**src/mbpt_defs.svh**
```systemverilog
`ifndef MBPT_DEFS_SVH
`define MBPT_DEFS_SVH

// ****************************************************************
// Widths and counts.
// ****************************************************************
`define MBPT_W 32
`define MBPT_NMATCH 7
`define MBPT_NCAP 4
`define MBPT_NEXT 4
`define MBPT_NPWM 6
`define MBPT_NFLAG 11

// ****************************************************************
// Per-match control field, three bits for each match register.
// ****************************************************************
`define MBPT_MC_W 3
`define MBPT_MC_INT 0
`define MBPT_MC_RST 1
`define MBPT_MC_STOP 2

// ****************************************************************
// External match output actions, two bits for each output.
// ****************************************************************
`define MBPT_EM_NOP 2'h0
`define MBPT_EM_LOW 2'h1
`define MBPT_EM_HIGH 2'h2
`define MBPT_EM_TOG 2'h3

// ****************************************************************
// Count source select codes.
// ****************************************************************
`define MBPT_CM_TIMER 2'h0
`define MBPT_CM_RISE 2'h1
`define MBPT_CM_FALL 2'h2
`define MBPT_CM_BOTH 2'h3

// ****************************************************************
// Reset values and constants.
// ****************************************************************
`define MBPT_ZERO 32'h0
`define MBPT_ONE 32'h1
`define MBPT_CYCLE_IDX 0

`endif

```
**src/mbpt_pkg.sv**
```systemverilog
`default_nettype none

package mbpt_pkg;
    typedef enum logic [3:0] {
        MBPT_SRC_TIMER = 4'h1,
        MBPT_SRC_RISE = 4'h2,
        MBPT_SRC_FALL = 4'h4,
        MBPT_SRC_BOTH = 4'h8
    } mbpt_src_e;
endpackage

`default_nettype wire

```
**src/mbpt_count.sv**
```systemverilog
`include "mbpt_defs.svh"
`default_nettype none

module mbpt_count (
    input wire logic ref_clk,
    input wire logic rst,
    input wire logic clk_en,
    input wire logic step,
    input wire logic run,
    input wire logic clear,
    input wire logic wrap,
    input wire logic [`MBPT_W-1:0] presc_max,
    output logic tick,
    output logic [`MBPT_W-1:0] count_q
);
    logic [`MBPT_W-1:0] presc_q;
    logic [`MBPT_W-1:0] presc_d;
    logic [`MBPT_W-1:0] count_d;

    // ****************************************************************
    // Prescaler and counter.
    // ****************************************************************
    always_comb begin
        tick = step && run && (presc_q == presc_max);
        presc_d = presc_q;
        count_d = count_q;
        if (clear) begin
            presc_d = `MBPT_ZERO;
            count_d = `MBPT_ZERO;
        end else if (step && run) begin
            if (tick) begin
                presc_d = `MBPT_ZERO;
                count_d = wrap ? `MBPT_ZERO : count_q + `MBPT_ONE;
            end else begin
                presc_d = presc_q + `MBPT_ONE;
            end
        end
    end

    always_ff @(posedge ref_clk) begin
        if (rst) begin
            presc_q <= `MBPT_ZERO;
            count_q <= `MBPT_ZERO;
        end else if (clk_en) begin
            presc_q <= presc_d;
            count_q <= count_d;
        end
    end
endmodule

`default_nettype wire

```
**src/mbpt_edge.sv**
```systemverilog
`include "mbpt_defs.svh"
`default_nettype none

module mbpt_edge (
    input wire logic ref_clk,
    input wire logic rst,
    input wire logic clk_en,
    input wire logic [`MBPT_NCAP-1:0] cap_in,
    output logic [`MBPT_NCAP-1:0] rise,
    output logic [`MBPT_NCAP-1:0] fall
);
    logic [`MBPT_NCAP-1:0] prev_q;
    logic [`MBPT_NCAP-1:0] prev_d;

    // ****************************************************************
    // Edge detection per capture input.
    // ****************************************************************
    genvar k;
    generate
        for (k = 0; k < `MBPT_NCAP; k = k + 1) begin : g_ch
            always_comb begin
                prev_d[k] = cap_in[k];
                rise[k] = cap_in[k] && !prev_q[k];
                fall[k] = !cap_in[k] && prev_q[k];
            end
        end
    endgenerate

    always_ff @(posedge ref_clk) begin
        if (rst) begin
            prev_q <= '0;
        end else if (clk_en) begin
            prev_q <= prev_d;
        end
    end
endmodule

`default_nettype wire

```
**src/mbpt_timer.sv**
```systemverilog
// Operation
// - Prescaler terminal count advances 32-bit counter.
// - Count clock or capture input transitions.
// - Seven match registers feed six outputs.
// - Match action continue, stop or reset, interrupt.
// - Cycle match register returns count to zero.
// - Single-edge outputs rise at cycle start.
// - Single-edge output falls at own match.
// - Double-edge output set and cleared by matches.
// - Edge order gives positive or negative pulse.
// - All PWM outputs share the cycle period.
// - Period and width are any count.
// - Released match values apply at cycle boundary while running in PWM mode.
// - Without PWM mode, plain timer only.
// - Sync master leads, sync slave follows.
// - Capture edge copies count, optional interrupt.
// - External match outputs low, high, toggle, hold.
`include "mbpt_defs.svh"
`default_nettype none

module mbpt_timer (
    input wire logic ref_clk,
    input wire logic rst,
    input wire logic clk_en,
    input wire logic run_req,
    input wire logic counter_reset,
    input wire logic sync_follow,
    input wire logic sync_run_in,
    input wire logic [1:0] src_mode,
    input wire logic [1:0] src_sel,
    input wire logic [`MBPT_W-1:0] presc_max,
    input wire logic pwm_mode,
    input wire logic [`MBPT_NPWM-1:0] pwm_dbl,
    input wire logic [`MBPT_NPWM-1:0] pwm_out_en,
    input wire logic match_wr_stb,
    input wire logic [2:0] match_wr_idx,
    input wire logic [`MBPT_W-1:0] match_wr_data,
    input wire logic [`MBPT_NMATCH-1:0] match_release,
    input wire logic [`MBPT_NMATCH*`MBPT_MC_W-1:0] match_ctrl,
    input wire logic [2*`MBPT_NEXT-1:0] ext_action,
    input wire logic [`MBPT_NCAP-1:0] cap_in,
    input wire logic [`MBPT_NCAP-1:0] cap_rise_en,
    input wire logic [`MBPT_NCAP-1:0] cap_fall_en,
    input wire logic [`MBPT_NCAP-1:0] cap_int_en,
    input wire logic [`MBPT_NFLAG-1:0] flag_clear,
    output logic [`MBPT_W-1:0] count_q,
    output logic [`MBPT_NPWM-1:0] pwm_out_q,
    output logic [`MBPT_NEXT-1:0] ext_match_q,
    output logic [`MBPT_NCAP*`MBPT_W-1:0] cap_val_q,
    output logic [`MBPT_NFLAG-1:0] flags_q,
    output logic irq_q,
    output logic sync_run_out_q,
    output logic halted_q,
    output logic [`MBPT_NMATCH-1:0] release_q
);
    mbpt_pkg::mbpt_src_e src_e;
    logic step;
    logic tick;
    logic wrap;
    logic stop;
    logic run_src;
    logic run_eff;
    logic boundary;
    logic run_req_q;
    logic run_req_d;
    logic halted_d;
    logic irq_d;
    logic [`MBPT_NCAP-1:0] rise;
    logic [`MBPT_NCAP-1:0] fall;
    logic [`MBPT_NCAP-1:0] cap_ev;
    logic [`MBPT_NMATCH-1:0] hit;
    logic [`MBPT_NMATCH-1:0] int_bit;
    logic [`MBPT_NMATCH-1:0] rst_bit;
    logic [`MBPT_NMATCH-1:0] stop_bit;
    logic [`MBPT_NMATCH-1:0] release_d;
    logic [`MBPT_NFLAG-1:0] flag_set;
    logic [`MBPT_NFLAG-1:0] flags_d;
    logic [`MBPT_NMATCH-1:0][`MBPT_W-1:0] shadow_q;
    logic [`MBPT_NMATCH-1:0][`MBPT_W-1:0] shadow_d;
    logic [`MBPT_NMATCH-1:0][`MBPT_W-1:0] active_q;
    logic [`MBPT_NMATCH-1:0][`MBPT_W-1:0] active_d;
    logic [`MBPT_NPWM-1:0] pwm_d;
    logic [`MBPT_NEXT-1:0] ext_d;
    logic [`MBPT_NCAP*`MBPT_W-1:0] cap_val_d;

    // ****************************************************************
    // Capture edges and counter core.
    // ****************************************************************
    mbpt_edge u_edge (
        .ref_clk(ref_clk),
        .rst(rst),
        .clk_en(clk_en),
        .cap_in(cap_in),
        .rise(rise),
        .fall(fall)
    );

    mbpt_count u_count (
        .ref_clk(ref_clk),
        .rst(rst),
        .clk_en(clk_en),
        .step(step),
        .run(run_eff),
        .clear(counter_reset),
        .wrap(wrap),
        .presc_max(presc_max),
        .tick(tick),
        .count_q(count_q)
    );

    // ****************************************************************
    // Count source, run control and sync.
    // ****************************************************************
    always_comb begin
        src_e = mbpt_pkg::MBPT_SRC_TIMER;
        unique case (src_mode)
            `MBPT_CM_TIMER: src_e = mbpt_pkg::MBPT_SRC_TIMER;
            `MBPT_CM_RISE: src_e = mbpt_pkg::MBPT_SRC_RISE;
            `MBPT_CM_FALL: src_e = mbpt_pkg::MBPT_SRC_FALL;
            `MBPT_CM_BOTH: src_e = mbpt_pkg::MBPT_SRC_BOTH;
        endcase
        step = 1'b0;
        unique case (src_e)
            mbpt_pkg::MBPT_SRC_TIMER: step = 1'b1;
            mbpt_pkg::MBPT_SRC_RISE: step = rise[src_sel];
            mbpt_pkg::MBPT_SRC_FALL: step = fall[src_sel];
            mbpt_pkg::MBPT_SRC_BOTH: step = rise[src_sel] || fall[src_sel];
        endcase
        run_req_d = run_req;
        run_src = sync_follow ? sync_run_in : run_req_q;
        run_eff = run_src && !halted_q;
        wrap = |(hit & rst_bit);
        stop = |(hit & stop_bit);
        halted_d = halted_q;
        if (!run_src || counter_reset) begin
            halted_d = 1'b0;
        end
        if (stop) begin
            halted_d = 1'b1;
        end
        boundary = !pwm_mode || !run_eff || hit[`MBPT_CYCLE_IDX];
    end

    always_ff @(posedge ref_clk) begin
        if (rst) begin
            run_req_q <= 1'b0;
            sync_run_out_q <= 1'b0;
            halted_q <= 1'b0;
        end else if (clk_en) begin
            run_req_q <= run_req_d;
            sync_run_out_q <= run_req_d;
            halted_q <= halted_d;
        end
    end

    // ****************************************************************
    // Match registers with shadow copies and release bits.
    // ****************************************************************
    genvar i;
    generate
        for (i = 0; i < `MBPT_NMATCH; i = i + 1) begin : g_match
            always_comb begin
                int_bit[i] = match_ctrl[i*`MBPT_MC_W + `MBPT_MC_INT];
                rst_bit[i] = match_ctrl[i*`MBPT_MC_W + `MBPT_MC_RST];
                stop_bit[i] = match_ctrl[i*`MBPT_MC_W + `MBPT_MC_STOP];
                hit[i] = tick && (count_q == active_q[i]);
                shadow_d[i] = shadow_q[i];
                if (match_wr_stb && (match_wr_idx == 3'(i))) begin
                    shadow_d[i] = match_wr_data;
                end
                active_d[i] = active_q[i];
                release_d[i] = release_q[i];
                if (boundary && release_q[i]) begin
                    active_d[i] = shadow_q[i];
                    release_d[i] = 1'b0;
                end
                if (match_release[i]) begin
                    release_d[i] = 1'b1;
                end
            end

            always_ff @(posedge ref_clk) begin
                if (rst) begin
                    shadow_q[i] <= `MBPT_ZERO;
                    active_q[i] <= `MBPT_ZERO;
                    release_q[i] <= 1'b0;
                end else if (clk_en) begin
                    shadow_q[i] <= shadow_d[i];
                    active_q[i] <= active_d[i];
                    release_q[i] <= release_d[i];
                end
            end
        end
    endgenerate

    // ****************************************************************
    // PWM outputs.
    // ****************************************************************
    genvar j;
    generate
        for (j = 0; j < `MBPT_NPWM; j = j + 1) begin : g_pwm
            logic dbl;
            logic set_ev;
            logic clr_ev;
            always_comb begin
                dbl = (j > 0) && pwm_dbl[j];
                set_ev = dbl ? hit[j] : hit[`MBPT_CYCLE_IDX];
                if (!dbl && (active_q[j+1] == `MBPT_ZERO)) begin
                    set_ev = 1'b0;
                end
                clr_ev = hit[j+1];
                pwm_d[j] = pwm_out_q[j];
                if (!pwm_mode || !pwm_out_en[j]) begin
                    pwm_d[j] = 1'b0;
                end else if (clr_ev) begin
                    pwm_d[j] = 1'b0;
                end else if (set_ev) begin
                    pwm_d[j] = 1'b1;
                end
            end
        end
    endgenerate

    // ****************************************************************
    // External match outputs.
    // ****************************************************************
    genvar e;
    generate
        for (e = 0; e < `MBPT_NEXT; e = e + 1) begin : g_ext
            always_comb begin
                ext_d[e] = ext_match_q[e];
                if (hit[e]) begin
                    unique case (ext_action[2*e +: 2])
                        `MBPT_EM_NOP: ext_d[e] = ext_match_q[e];
                        `MBPT_EM_LOW: ext_d[e] = 1'b0;
                        `MBPT_EM_HIGH: ext_d[e] = 1'b1;
                        `MBPT_EM_TOG: ext_d[e] = !ext_match_q[e];
                    endcase
                end
            end
        end
    endgenerate

    // ****************************************************************
    // Capture registers.
    // ****************************************************************
    genvar k;
    generate
        for (k = 0; k < `MBPT_NCAP; k = k + 1) begin : g_cap
            always_comb begin
                cap_ev[k] = (rise[k] && cap_rise_en[k]) || (fall[k] && cap_fall_en[k]);
                cap_val_d[k*`MBPT_W +: `MBPT_W] = cap_val_q[k*`MBPT_W +: `MBPT_W];
                if (cap_ev[k]) begin
                    cap_val_d[k*`MBPT_W +: `MBPT_W] = count_q;
                end
            end
        end
    endgenerate

    // ****************************************************************
    // Event flags and interrupt request.
    // ****************************************************************
    always_comb begin
        flag_set = {cap_ev & cap_int_en, hit & int_bit};
        flags_d = (flags_q & ~flag_clear) | flag_set;
        irq_d = |flags_d;
    end

    always_ff @(posedge ref_clk) begin
        if (rst) begin
            pwm_out_q <= '0;
            ext_match_q <= '0;
            cap_val_q <= '0;
            flags_q <= '0;
            irq_q <= 1'b0;
        end else if (clk_en) begin
            pwm_out_q <= pwm_d;
            ext_match_q <= ext_d;
            cap_val_q <= cap_val_d;
            flags_q <= flags_d;
            irq_q <= irq_d;
        end
    end
endmodule

`default_nettype wire

```
**config.mk**
```make
export PLATFORM = sky130hd
export DESIGN_NAME = mbpt_timer
export DESIGN_NICKNAME = d
export VERILOG_FILES = /design/src/mbpt_pkg.sv /design/src/mbpt_count.sv /design/src/mbpt_edge.sv /design/src/mbpt_timer.sv
export VERILOG_INCLUDE_DIRS = /design/src
export SDC_FILE = /design/constraint.sdc
export NUM_CORES = 2
export LEC_CHECK = 0
export ABC_AREA = 1
export BUFFER_PORTS_ARGS = -buffer_cell sky130_fd_sc_hd__buf_4
export CORE_MARGIN = 4
export CORE_UTILIZATION = 30
export DETAILED_ROUTE_END_ITERATION = 8
export PLACE_DENSITY_LB_ADDON = 0.2
export REMOVE_ABC_BUFFERS = 1
export SLEW_MARGIN = 0
export SYNTH_ARGS = -nofsm -noshare
export SYNTH_HDL_FRONTEND = slang
export SYNTH_HIERARCHICAL = 1
export SYNTH_SLANG_ARGS = --single-unit
```
**constraint.sdc**
```tcl
create_clock -name ref_clk -period 6.4 [get_ports ref_clk]
set_input_delay 0.64 -clock ref_clk [delete_from_list [all_inputs] [get_ports ref_clk]]
set_output_delay 0.64 -clock ref_clk [all_outputs]
set_load 0.02 [all_outputs]
```
==> impl_results.md <==
* Antenna Nets Post-Route at 0
* Post-Syn Area at 0.03129 sq mm
* Via count at 30,920
* Tcrit/Tclk final at 0.7614
* DR pass1 iterations at 5
* Boundary pin count at 346
* Layout cells sized above 1 at 0.1220
* Fmax achieved at 205.2 MHz
* Top cells by area, synth: dfxtp_1, nand2_1, nor2_1
* RSZ-0062 raised after global routing: false
* Crit path DAT at 5400 ps
* Routed wire length at 131,300 um
* CP max-delay cell: buf_4
* Vias/cell at 4.823
* Post-synth ARST share at 0
* P_sw at 2.773 mW
* Synth Register Bits at 675
* Placed insts at 6,260
* # H-tree levels at 3
* CP Class: reg -> reg
* Max Cap Violations at 0
* Initial Util at 0.3024
* DR top layer: met4
* Final antenna diode count at 0
* CTS Buf Count at 82
* CP bufs+invs at 6
* Met3 wire length at 10,020 um
* CP endpoint kind: flip-flop
* Cts hold-fix bufs at 0
* DIE AREA at 0.1095 sq mm
* VDD IR max at 0.0002071 V
* Starting DRC count in detailed routing at 2,727
* Max_slew headroom at 0.1818
* CTS tree: built
* Crit path max-delay family: simple AND/OR/NAND/NOR gates
* List of most frequent post-synthesis cells: nand2_1, nor2_1, dfxtp_1, inv_1, o21ai_0
* Final Non-Filler Cells at 6,411
* Layout Nets at 5,121
* Post-synth top area cell: dfxtp_1
* Setup TNS Final at 0 ps
* Main synth FF type: dfxtp_1
* Fill count at 11,210
* Number of antenna violations at the first check in global routing at 9
* Biggest cell delay along the critical path at 410 ps
* Die Span X at 331.0 um
* Most frequent cell after synthesis: nand2_1
* GRT Util Overall at 0.2315
* Min Tclk post-route at 4873 ps
* Crit-path most repeated cell: nor2_1
* Die H at 331.0 um
* Hold Fails Final Rpt at 0
* Placed Area at 0.03492 sq mm
* Syn avg cell area at 6.624 sq um
* Root buffer cell: clkbuf_16
* FP Rows at 118
* Drt wl/cell at 20.48 um
* Gpl congestion at 0.9411
* Post-CTS Setup Inserts at 0
* Remaining global-route overflow at 0
* Layout area overhead at 20.62%
* Internal power at 7.657 mW
* Clock Latency Late Sink at 660 ps
* Leakage at 17.07 nW
* Sequential area share after synthesis at 0.4318
* First-pass GRT wire length at 188,700 um
* Clk pwr share at 0.472
* Max-slew violation count at 0
* Clock Sinks at 675
* Maximum clock path buffer count at 3
* Vias in the first global route at 28,590
* Synth top area share at 0.4318
* Post-synth EDFFs at 0
* Combinational share of power at 0.102
* Power Dens Cells at 276.3 mW/mm^2
* Pin count of the biggest net entering global routing at 167
* HP Class: in -> reg
* Sequential group share of total power at 0.426
* Half-perimeter wire length after placement at 91,390 um
* Switching share of power at 0.2658
* Maximum fanout along the worst path at 30
* Critical Path Start Type: flip-flop
* Slew @ Worst Pin at 1220 ps
* Post-Synthesis Cells at 4,724
* Ys Warns at 6
* Drt drc at 0
* Core Box Area at 0.1035 sq mm
* Routed met2 length at 59,530 um
* Status: finished clean
* Synth unique cells at 42
* Setup violators final at 0
* Worst Skew at 38.31 ps
* Clock-pin slew on the worst setup and hold paths at 60 ps
* Post-route cell area at 0.03775 sq mm
* WL met1 at 57,690 um
* Critical Path RT at 6930 ps
* # port buffers at 344
* Cts repair resizes at 0
-- logic make-up (layout without fill, tap and decap cells) --
family,count (synthesis),in the layout,share of synthesized area
xor gates and xnor gates,70,70,0.01959
and+or+nand+nor,2197,2197,0.2862
DFF,675,675,0.4318
muxes,1,1,0.0003199
AOI/OAI and AO/OA,916,916,0.1483
adders and majority gates,2,2,0.0007995
buffers and inverters,863,1170,0.1130
-- routing by layer --
| metal | up-vias | global-route usage |
|---|---|---|
| met1 | 14410 | 0.3148 |
| met5 | - | 0 |
| met4 | 0 | 0.07531 |
| met3 | 183 | 0.03688 |
| li1 | 15310 | - |
| met2 | 1017 | 0.3758 |
-- worst paths after layout --
check / to / slack [ps] / depth (start not counted) / startpoint
setup reg to reg: u_count/count_q[1]$_SDFFE_PP0P_ / 1530 / 29 / u_edge/prev_q[2]$_SDFFE_PP0P_
hold reg to reg: shadow_q[136]$_SDFFE_PP0P_ / 440 / 2 / shadow_q[136]$_SDFFE_PP0P_
hold / removal: run_req_q$_SDFFE_PP0P_ / 200 / 3 / run_req
setup / recovery: u_count/count_q[1]$_SDFFE_PP0P_ / 1530 / 29 / u_edge/prev_q[2]$_SDFFE_PP0P_
-- cell usage in the layout (no fill, tap or decap), types with 9 or more instances in the layout --
cell type / Yosys / routed
a21oi_1: 429 / 429
buf_4: 12 / 407
bufinv_16: 0 / 9
clkbuf_1: 159 / 16
clkbuf_16: 0 / 84
clkbuf_8: 0 / 15
clkinv_2: 1 / 19
dfxtp_1: 675 / 675
inv_1: 572 / 572
inv_2: 22 / 27
nand2_1: 1136 / 1136
nand3_1: 104 / 104
nand4_1: 91 / 91
nor2_1: 755 / 751
nor3_1: 50 / 49
nor4_1: 19 / 19
o21ai_0: 441 / 441
o21ai_1: 9 / 9
o22ai_1: 26 / 26
xnor2_1: 30 / 30
xor2_1: 40 / 40
-- through the flow --
step                hold slack, ps  power, mW    util  worst slack (ps)
floorplan                    425.4      5.091       -              1618
global placement             433.2      5.584  0.3374              1098
detailed placement           436.6      5.590  0.3374              1039
CTS                          164.7      10.53  0.3647              1490
global route                 223.2      10.80  0.3647              1195
finish                       204.9      10.43  0.3647              1527
-- flip-flops by register name, summed over array words and instances, names as in the netlist --
register / flops
active_q: 224
shadow_q: 224
cap_val_q: 128
u_count/count_q: 32
u_count/presc_q: 32
flags_q: 11
release_q: 7
pwm_out_q: 6
ext_match_q: 4
u_edge/prev_q: 4
halted_q: 1
irq_q: 1
run_req_q: 1
-- area by class of cell --
class,count,area (sq um),area share
multi-input cells,3186,14280,0.3783
flip-flops and latches,675,13510,0.3580
repair buffers,409,3095,0.08201
clock buffers,115,2369,0.06275
inverters,610,2303,0.06103
well taps,1380,1727,0.04575
clock inverters,36,457.9,0.01213
-- power groups by stage --
| stage | registers, mW | logic [mW] | clock network, mW |
|---|---|---|---|
| final | 4.44 | 1.07 | 4.92 |
| after global routing | 4.45 | 1.18 | 5.17 |
| after CTS | 4.44 | 1.07 | 5.02 |
| after detailed placement | 4.53 | 1.06 | 0 |
| after global placement | 4.53 | 1.06 | 0 |
| after floorplan | 4.57 | 0.517 | 0 |
-- worst reg2reg max path: cells and delay by family (launching register included) --
family	cells	cell delay, ps
flops	1	360
simple gates	18	2280
compound gates	5	560
buf+inv	6	1540
No activity file was read; power rests on OpenSTA's default activity.
